--- src/pkg/acs_map.svh ---
// register offsets, field positions, codes and reset values of the converter sequencer
`ifndef ACS_MAP_SVH
`define ACS_MAP_SVH
`define ACS_AW            10
`define ACS_DW            8
`define ACS_OFF_PCH       10'h3EC
`define ACS_OFF_ACQ_L     10'h3EE
`define ACS_OFF_ACQ_H     10'h3EF
`define ACS_OFF_PRE_L     10'h3F1
`define ACS_OFF_PRE_H     10'h3F2
`define ACS_OFF_STAT      10'h3F7
`define ACS_OFF_REF       10'h3F8
`define ACS_OFF_CLK       10'h3FA
`define ACS_OFF_CTRL      10'h3D0
`define ACS_OFF_IRQ_STAT  10'h3D1
`define ACS_OFF_IRQ_MASK  10'h3D2
`define ACS_BIT_COMPUTATION_UPDATE_FLAG      4
`define ACS_BIT_NEG_REFERENCE_SELECT      4
`define ACS_CTRL_GO       0
`define ACS_CTRL_CS       1
`define ACS_CTRL_DOUBLE_SAMPLE_ENABLE     2
`define ACS_CTRL_CONTINUOUS_OPERATION     3
`define ACS_IRQ_SAMPLE    0
`define ACS_IRQ_COMPUTATION_UPDATE_FLAG      1
`define ACS_IRQ_W         2
`define ACS_TW            13
`define ACS_CW            14
`define ACS_ACQ_LONG      14'h2000
`define ACS_CNT_ONE       14'h0001
`define ACS_DIV_W         6
`define ACS_DIVC_W        7
`define ACS_ST_IDLE       3'h0
`define ACS_ST_PRE        2'h1
`define ACS_ST_ACQ        2'h2
`define ACS_ST_CNV        2'h3
`define ACS_ST_SUSP       3'h4
`define ACS_POS_REFERENCE_SELECT_FVR      2'h3
`define ACS_POS_REFERENCE_SELECT_EXT      2'h2
`define ACS_POS_REFERENCE_SELECT_VDD      2'h0
`define ACS_PCH_A_LO      6'h00
`define ACS_PCH_A_HI      6'h05
`define ACS_PCH_B_LO      6'h0C
`define ACS_PCH_B_HI      6'h0F
`define ACS_PCH_C_LO      6'h10
`define ACS_PCH_C_HI      6'h17
`define ACS_PCH_INT_LO    6'h3A
`define ACS_RST_BYTE      8'h00
`endif

--- src/pkg/acs_pkg.sv ---
// types shared by the converter sequencer
package acs_pkg;
    typedef enum logic [2:0] {ACS_IDLE, ACS_PRE, ACS_ACQ, ACS_CNV, ACS_SUSP} acs_state_t;
    // analog reference routing
    typedef struct packed {
        logic       neg_ext;   // 1: external negative reference pin, 0: analog ground
        logic       pos_fvr;   // internal fixed reference
        logic       pos_ext;   // external positive reference pin
        logic       pos_vdd;   // supply
    } acs_ref_t;
    // one-hot input channel routing; internal[0] = DAC 2 ... internal[5] = buffer 2
    typedef struct packed {
        logic [5:0] port_a;
        logic [3:0] port_b;    // pins 4 to 7
        logic [7:0] port_c;
        logic [5:0] internal;
    } acs_chan_t;
    // sequencer controls toward the analog core
    typedef struct packed {
        logic       precharge;
        logic       acquire;
        logic       convert;
        logic [2:0] stat;
    } acs_seq_t;
endpackage : acs_pkg

--- src/logic/acs_top.sv ---
// converter sequencer: registers, stage timing, clock divider, analog selects
//
// Local design decision: the strobed register port.
`timescale 1ns/1ns
`include "acs_map.svh"
// =====================================================================
// Functional notes
// - computation-update flag (status bit 4) sets when computation results update.
// - flag reads zero only if nothing updated since software last cleared it.
// - software clear of the flag is ignored while stage status is 100.
// - stage codes: 000 idle, 001/010/011 first sample, 101/110/111 second.
// - stage status 100 while suspended between first and second sample.
// - suspension appears between triggers with double-sample on, continuous off.
// - stage status may be invalid with RC clock faster than system clock.
// - divider value n gives converter clock of system clock over 2*(n+1).
// - divider acts only with system clock source; RC source bypasses it.
// - negative reference bit 4: 1 external pin, 0 analog ground.
// - positive reference 11 fixed ref, 10 external pin, 00 supply, 01 reserved.
// - channel codes map to port A 0-5, port B 4-7, port C 0-7.
// - codes 111010 to 111111 select DAC2, ground, temp, DAC1, buffer 1, 2.
// - nonzero precharge n lasts n selected clocks; zero skips precharge.
// - nonzero acquisition n lasts n clocks; zero with zero precharge skips it.
// - acquisition zero with nonzero precharge lasts 8192 clocks.
// - timing registers are byte addressed: high byte 12:8, low byte 7:0.
module acs_top (
    input  wire logic                mclk,
    input  wire logic                rst,
    input  wire logic [`ACS_AW-1:0]  reg_addr,
    input  wire logic [`ACS_DW-1:0]  reg_wdata,
    input  wire logic                reg_wr,
    input  wire logic                reg_rd,
    output logic      [`ACS_DW-1:0]  reg_rdata,
    input  wire logic                trigger,
    input  wire logic                conv_done,
    input  wire logic                result_update,
    input  wire logic                rc_clk_pin,
    output logic                     adc_clk_tick,
    output acs_pkg::acs_seq_t        seq,
    output acs_pkg::acs_ref_t        ref_sel,
    output acs_pkg::acs_chan_t       chan_sel,
    output logic                     irq
);
    import acs_pkg::*;

    // =================================================================
    // channel decode
    function automatic acs_chan_t chan_decode(input logic [5:0] code);
        acs_chan_t c;
        c = '0;
        if (code <= `ACS_PCH_A_HI)
            c.port_a[code[2:0]] = 1'b1;
        else if (code >= `ACS_PCH_B_LO && code <= `ACS_PCH_B_HI)
            c.port_b[code[1:0]] = 1'b1;
        else if (code >= `ACS_PCH_C_LO && code <= `ACS_PCH_C_HI)
            c.port_c[code[2:0]] = 1'b1;
        else if (code >= `ACS_PCH_INT_LO)
            c.internal[3'(code - `ACS_PCH_INT_LO)] = 1'b1;
        return c;
    endfunction : chan_decode

    // =================================================================
    // register storage
    logic [`ACS_DW-1:0] pch_q, ref_q, clk_q, ctrl_q, rdata_q;
    logic [`ACS_TW-1:0] acq_q, pre_q;
    logic [`ACS_IRQ_W-1:0] irq_stat_q, irq_mask_q;
    logic               computation_update_flag_q;
    acs_state_t         st_q, st_d;
    logic               second_q;
    logic [`ACS_CW-1:0] cnt_q;
    logic [`ACS_DIVC_W-1:0] div_q;
    logic               rc_s1_q, rc_s2_q, rc_s3_q;

    // decoded strobes
    wire wr_pch   = reg_wr && reg_addr == `ACS_OFF_PCH;
    wire wr_acq_l = reg_wr && reg_addr == `ACS_OFF_ACQ_L;
    wire wr_acq_h = reg_wr && reg_addr == `ACS_OFF_ACQ_H;
    wire wr_pre_l = reg_wr && reg_addr == `ACS_OFF_PRE_L;
    wire wr_pre_h = reg_wr && reg_addr == `ACS_OFF_PRE_H;
    wire wr_stat  = reg_wr && reg_addr == `ACS_OFF_STAT;
    wire wr_ref   = reg_wr && reg_addr == `ACS_OFF_REF;
    wire wr_clk   = reg_wr && reg_addr == `ACS_OFF_CLK;
    wire wr_ctrl  = reg_wr && reg_addr == `ACS_OFF_CTRL;
    wire wr_mask  = reg_wr && reg_addr == `ACS_OFF_IRQ_MASK;
    wire rd_irq   = reg_rd && reg_addr == `ACS_OFF_IRQ_STAT;

    wire cs_rc    = ctrl_q[`ACS_CTRL_CS];
    wire double_sample_enable     = ctrl_q[`ACS_CTRL_DOUBLE_SAMPLE_ENABLE];
    wire continuous_operation     = ctrl_q[`ACS_CTRL_CONTINUOUS_OPERATION];
    wire go_bit   = ctrl_q[`ACS_CTRL_GO];

    // =================================================================
    // stage status code; second-sample stages carry the top bit
    logic [2:0] stat_w;
    always_comb begin
        case (st_q)
            ACS_PRE:  stat_w = {second_q, `ACS_ST_PRE};
            ACS_ACQ:  stat_w = {second_q, `ACS_ST_ACQ};
            ACS_CNV:  stat_w = {second_q, `ACS_ST_CNV};
            ACS_SUSP: stat_w = `ACS_ST_SUSP;
            default:  stat_w = `ACS_ST_IDLE;
        endcase
    end
    // the status is sampled on mclk; with a fast RC source it may lag the core
    wire suspended = stat_w == `ACS_ST_SUSP;

    // =================================================================
    // RC clock pin: two synchroniser stages, then a rising-edge tick
    always_ff @(posedge mclk) begin
        rc_s1_q <= rst ? 1'b0 : rc_clk_pin;
        rc_s2_q <= rst ? 1'b0 : rc_s1_q;
        rc_s3_q <= rst ? 1'b0 : rc_s2_q;
    end
    wire rc_tick = rc_s2_q && !rc_s3_q;

    // =================================================================
    // divider: one tick every 2*(n+1) system clocks
    wire [`ACS_DIVC_W-1:0] div_last =
        {clk_q[`ACS_DIV_W-1:0], 1'b1};
    wire div_wrap = div_q >= div_last;
    always_ff @(posedge mclk) begin
        if (rst || wr_clk || div_wrap)
            div_q <= '0;
        else
            div_q <= div_q + 1'b1;
    end
    // with the RC source the divider is bypassed entirely
    wire adc_tick_d = cs_rc ? rc_tick : div_wrap;

    // =================================================================
    // stage timing: counts system clocks or RC ticks
    wire stage_tick = cs_rc ? rc_tick : 1'b1;
    wire pre_zero   = pre_q == '0;
    wire acq_zero   = acq_q == '0;
    wire skip_acq   = acq_zero && pre_zero;
    wire [`ACS_CW-1:0] acq_load = acq_zero ? `ACS_ACQ_LONG :
                                             {1'b0, acq_q};
    wire cnt_end    = stage_tick && cnt_q == `ACS_CNT_ONE;
    wire start_req  = trigger || (wr_ctrl && reg_wdata[`ACS_CTRL_GO]);
    wire sample_end = st_q == ACS_CNV && conv_done;
    wire last       = !double_sample_enable || second_q;

    // entry into a sample: first non-empty stage
    acs_state_t entry_w;
    assign entry_w = !pre_zero ? ACS_PRE : (!skip_acq ? ACS_ACQ : ACS_CNV);

    // next state
    always_comb begin
        st_d = st_q;
        case (st_q)
            ACS_IDLE: if (start_req) st_d = entry_w;
            ACS_PRE:  if (cnt_end) st_d = ACS_ACQ;
            ACS_ACQ:  if (cnt_end) st_d = ACS_CNV;
            ACS_CNV: begin
                if (conv_done) begin
                    if (!last)
                        st_d = continuous_operation ? entry_w : ACS_SUSP;
                    else
                        st_d = (continuous_operation && go_bit) ? entry_w : ACS_IDLE;
                end
            end
            ACS_SUSP: if (start_req) st_d = entry_w;
            default:  st_d = ACS_IDLE;
        endcase
    end

    // state, sample index and stage counter
    always_ff @(posedge mclk) begin
        if (rst) begin
            st_q     <= ACS_IDLE;
            second_q <= 1'b0;
            cnt_q    <= '0;
        end else begin
            st_q <= st_d;
            if (sample_end)
                second_q <= !last;
            if (st_d == ACS_PRE && st_q != ACS_PRE)
                cnt_q <= {1'b0, pre_q};
            else if (st_d == ACS_ACQ && st_q != ACS_ACQ)
                cnt_q <= acq_load;
            else if (stage_tick && cnt_q != '0)
                cnt_q <= cnt_q - 1'b1;
        end
    end

    // =================================================================
    // register writes; timing registers take one byte lane at a time
    always_ff @(posedge mclk) begin
        if (rst) begin
            pch_q  <= `ACS_RST_BYTE;
            ref_q  <= `ACS_RST_BYTE;
            clk_q  <= `ACS_RST_BYTE;
            ctrl_q <= `ACS_RST_BYTE;
            acq_q  <= '0;
            pre_q  <= '0;
        end else begin
            if (wr_pch)   pch_q <= reg_wdata;
            if (wr_ref)   ref_q <= reg_wdata;
            if (wr_clk)   clk_q <= reg_wdata;
            if (wr_acq_l) acq_q[7:0]  <= reg_wdata;
            if (wr_acq_h) acq_q[12:8] <= reg_wdata[4:0];
            if (wr_pre_l) pre_q[7:0]  <= reg_wdata;
            if (wr_pre_h) pre_q[12:8] <= reg_wdata[4:0];
            // go falls by itself when a single-shot run ends
            if (wr_ctrl)
                ctrl_q <= reg_wdata;
            else if (sample_end && last && !continuous_operation)
                ctrl_q[`ACS_CTRL_GO] <= 1'b0;
        end
    end

    // =================================================================
    // computation-update flag: an update beats a clear in the same cycle
    wire computation_update_flag_clr = wr_stat && !reg_wdata[`ACS_BIT_COMPUTATION_UPDATE_FLAG] && !suspended;
    always_ff @(posedge mclk) begin
        if (rst)
            computation_update_flag_q <= 1'b0;
        else if (result_update)
            computation_update_flag_q <= 1'b1;
        else if (computation_update_flag_clr)
            computation_update_flag_q <= 1'b0;
    end

    // =================================================================
    // interrupt status: sticky, cleared by reading, set wins over clear
    wire [`ACS_IRQ_W-1:0] irq_ev = {result_update, sample_end};
    always_ff @(posedge mclk) begin
        if (rst) begin
            irq_stat_q <= '0;
            irq_mask_q <= '0;
        end else begin
            irq_stat_q <= (rd_irq ? '0 : irq_stat_q) | irq_ev;
            if (wr_mask)
                irq_mask_q <= reg_wdata[`ACS_IRQ_W-1:0];
        end
    end
    assign irq = |(irq_stat_q & irq_mask_q);

    // =================================================================
    // read mux; unmapped addresses read zero
    logic [`ACS_DW-1:0] rmux;
    always_comb begin
        case (reg_addr)
            `ACS_OFF_PCH:      rmux = pch_q;
            `ACS_OFF_ACQ_L:    rmux = acq_q[7:0];
            `ACS_OFF_ACQ_H:    rmux = {3'h0, acq_q[12:8]};
            `ACS_OFF_PRE_L:    rmux = pre_q[7:0];
            `ACS_OFF_PRE_H:    rmux = {3'h0, pre_q[12:8]};
            `ACS_OFF_STAT:     rmux = {3'h0, computation_update_flag_q, 1'b0, stat_w};
            `ACS_OFF_REF:      rmux = ref_q;
            `ACS_OFF_CLK:      rmux = clk_q;
            `ACS_OFF_CTRL:     rmux = ctrl_q;
            `ACS_OFF_IRQ_STAT: rmux = {6'h00, irq_stat_q};
            `ACS_OFF_IRQ_MASK: rmux = {6'h00, irq_mask_q};
            default:           rmux = '0;
        endcase
    end

    // =================================================================
    // registered outputs
    acs_ref_t  ref_d;
    assign ref_d.neg_ext = ref_q[`ACS_BIT_NEG_REFERENCE_SELECT];
    assign ref_d.pos_fvr = ref_q[1:0] == `ACS_POS_REFERENCE_SELECT_FVR;
    assign ref_d.pos_ext = ref_q[1:0] == `ACS_POS_REFERENCE_SELECT_EXT;
    assign ref_d.pos_vdd = ref_q[1:0] == `ACS_POS_REFERENCE_SELECT_VDD;
    acs_seq_t  seq_d;
    assign seq_d.precharge = st_d == ACS_PRE;
    assign seq_d.acquire   = st_d == ACS_ACQ;
    assign seq_d.convert   = st_d == ACS_CNV && st_q != ACS_CNV;
    assign seq_d.stat      = stat_w;
    always_ff @(posedge mclk) begin
        if (rst) begin
            rdata_q      <= '0;
            ref_sel      <= '0;
            chan_sel     <= '0;
            seq          <= '0;
            adc_clk_tick <= 1'b0;
        end else begin
            rdata_q      <= reg_rd ? rmux : '0;
            ref_sel      <= ref_d;
            chan_sel     <= chan_decode(pch_q[5:0]);
            seq          <= seq_d;
            adc_clk_tick <= adc_tick_d;
        end
    end
    assign reg_rdata = rdata_q;
endmodule : acs_top

--- config.mk ---
export PLATFORM = sky130hd
export DESIGN_NAME = acs_top
export DESIGN_NICKNAME = d
export VERILOG_FILES = /design/src/pkg/acs_pkg.sv /design/src/logic/acs_top.sv
export VERILOG_INCLUDE_DIRS = /design/src /design/src/pkg
export SDC_FILE = /design/constraint.sdc
export NUM_CORES = 1
export LEC_CHECK = 0
export ABC_AREA = 1
export BUFFER_PORTS_ARGS = -buffer_cell sky130_fd_sc_hd__buf_4
export CORE_MARGIN = 5
export CORE_UTILIZATION = 37
export CTS_CLUSTER_DIAMETER = 60
export DETAILED_ROUTE_END_ITERATION = 10
export PLACE_DENSITY = 0.54
export SYNTH_ARGS = -nofsm -noshare
export SYNTH_HDL_FRONTEND = slang
export SYNTH_SLANG_ARGS = --single-unit
--- constraint.sdc ---
create_clock -name mclk -period 2.28 [get_ports mclk]
set_input_delay 0.228 -clock mclk [delete_from_list [all_inputs] [get_ports mclk]]
set_output_delay 0.228 -clock mclk [all_outputs]
set_load 0.02 [all_outputs]
==> impl_metrics.ini <==
[grt]
grt_first_pass_wirelength_um = 30140
grt_usage_pct = 19.92
antenna_found_initial = 0
overflow = 0
grt_pass1_vias = 5542
grt_max_degree = 42

[drt]
drt_iter0_drc = 413
first_pass_iters = 5
drc_errors = 0
ant_nets = 0
viasPerCell = 5.034
wl_per_cell_um = 16.62
num_vias = 5950
routed_wl_um = 19650

[timing]
min_period_ns = 2.118
finalSetupViolCount = 0
max_freq_ghz = 0.4722
hold_slack_ns = 0.08539
fin_crit_sh_pct = 92.89
max_slew.worst_pin.slew_ns = 0.6180
finalHoldViolCount = 0
fin_skew_ns = 0.009264
slew_viol_final = 0
worst_slack_ns = 0.1621
max_slew_margin_pct = 58.76

[clock_network]
cts-htree-levels = 4
cts_sinks = 134
clkSlewWorstSetupHoldPaths_ns = 0.07
cts_tree = built
worstSkewPairLatency_ns = 0.43
cts_buffers = 17
clockBufferDepth = 2
root_buffer = clkbuf_16

[placed_design]
place_congestion = 0.8940
dpl_cell_area_um2 = 7114
io_buffers = 69
pre_cts_slack_ns = 0.1447
dp_hpwl_um = 14340

[floorplanning]
die_area_um2 = 19230
io_pins = 70
fp.dieW_um = 138.7
start_util_pct = 37.34
coreArea_um2 = 16410
rows = 47
die_y_um = 138.7

[synth]
yosysSeqAreaShare_pct = 43.79
synth_top_area_share_pct = 43.79
syn_inst = 835
ys_warn_count = 0
synth_area_um2 = 6126
synth.net_count = 871
synth_top_cell_by_area = dfxtp_1
yosys_register_bits = 134
async_flop_share_pct = 0
syn-mean-instance-area_um2 = 7.336
synth-main-ff-cell = dfxtp_1
yosys-top-cells-area = dfxtp_1 44%, nor2_1 7.9%, nand2_1 7.7%
synth_edf_count = 0
synth_cell_types = 44

[finish]
nets = 985
utilization_pct = 47.90
layout-drive-gt1-share_pct = 19.65
final_cell_area_um2 = 7859
final_common_cell = dfxtp_1
syn_to_final_growth_pct = 28.29
diodes = 0
final_cell_mix = 134 x dfxtp_1, 125 x nor2_1, 123 x nand2_1

[power_and_ir_drop]
power_leakage_nw = 3.379
ir_drop_uv = 563.3
powerDensity_nw_per_um2 = 987.4

[worst_setup_path]
start_kind = flop
arrival_ns = 2.47
required_ns = 2.63
critical_path.cell_chain = inv_1 > ha_1 > nand2_1 > nor2_2 > nand3_1 > nand2_1 > nand2_1 > a21oi_4 > nand4_4 > buf_4 > nand3_1 > nand2_1 > inv_1 > nand2_1 > a21oi_1
criticalPathCategory = reg -> reg
crit_top_cell = nand2_1
slowest_delay_ns = 0.33
cp_slowest_cell = dfxtp_1
end_kind = flop
crit_fanout = 7

[outcome]
status = complete, no violations

[min_path]
holdCritPathClass = in -> reg

[run]
cap_viol_max_count = 0
-- layout make-up --
cell class | count | area, um2
Tap cell | 220 | 275.3
Multi-Input combinational cell | 553 | 2897
Inverter | 124 | 467.9
Timing Repair Buffer | 119 | 943.4
Sequential cell | 134 | 2683
Clock buffer | 17 | 425.4
Clock inverter | 15 | 167.7
Fill cell | 1657 | 8548
-- timing repair --
action	4_1_cts	5_1_grt
setup endpoints to repair	0	12
resized for setup	0	14
hold buffers	1	0
endpoints found under the hold margin	1	0
buffers inserted	0	5
-- metrics by stage --
step / instances / power [W] / TNS, ns
2_1_floorplan: 835 / 0.004255 / 0
3_3_place_gp: 1141 / 0.004841 / 0
3_5_place_dp: 1141 / 0.004827 / 0
4_1_cts: 1174 / 0.007608 / 0
5_1_grt: 1182 / 0.008203 / -0.03426
6_report: 1182 / 0.007760 / 0
-- path summary, 6_finish.rpt --
check	from	end	slack (ns)	depth (start not counted)
worst max-delay path	cnt_q[1]	cnt_q[12]	0.16	15
worst min-delay path	result_update	computation_update_flag_q	0.09	3
worst max register to register	cnt_q[1]	cnt_q[12]	0.16	15
worst min register to register	rc_s1_q	rc_s2_q	0.40	2
-- layer usage --
layer / GRT usage, % / part of all wire, % / vias to the layer above
met1: 25.98 / 45 / 2725
li1: - / - / 2994
met4: 8.033 / 3.2 / 0
met3: 5.069 / 5.7 / 41
met5: 0 / 0 / -
met2: 31.65 / 46 / 190
-- cell families (layout without fill, tap and decap cells) --
kind of cell,after synthesis,after routing,synth area share [%]
fa+ha+maj,10,10,2.042
compound gates,170,170,16.18
simple gates,360,361,26.47
xor+xnor,12,12,1.716
buf+inv,149,275,9.804
flops,134,134,43.79
-- synth_stat cells (10+ instances only) --
library cell,count
nor2_1,129
nand3_1,43
nand4_1,20
dfxtp_1,134
ha_1,10
nor3_1,18
o21ai_0,44
clkbuf_1,15
o22ai_1,14
a211oi_1,21
inv_1,118
a21oi_1,64
nand2_1,126
-- state kept, by name (all words and copies together), names as in the netlist --
| register | count |
|---|---|
| cnt_q | 14 |
| second_q | 1 |
| chan_sel | 24 |
| irq_stat_q | 2 |
| pre_q | 13 |
| pch_q | 8 |
| rc_s2_q | 1 |
| adc_clk_tick | 1 |
| rc_s1_q | 1 |
| computation_update_flag_q | 1 |
| rc_s3_q | 1 |
| seq | 6 |
| ref_q | 8 |
| st_q | 3 |
| clk_q | 8 |
| reg_rdata | 8 |
| acq_q | 13 |
| div_q | 7 |
| ctrl_q | 8 |
| irq_mask_q | 2 |
| ref_sel | 4 |
-- worst max-delay path: cells and delay by family (launching register included) --
family,cells,cell delay (ns)
adder cells (fa/ha/maj),1,0.18
flip-flops,1,0.33
buffers and inverters,3,0.40
AO/OA/AOI/OAI,2,0.28
AND/OR/NAND/NOR,9,0.86
-- where the power goes --
group / switching, W / internal [W]
combinational: 0.00140 / 0.000914
sequential: 0.000153 / 0.00252
clock: 0.00114 / 0.00163
(Power assumes the default switching activity.)
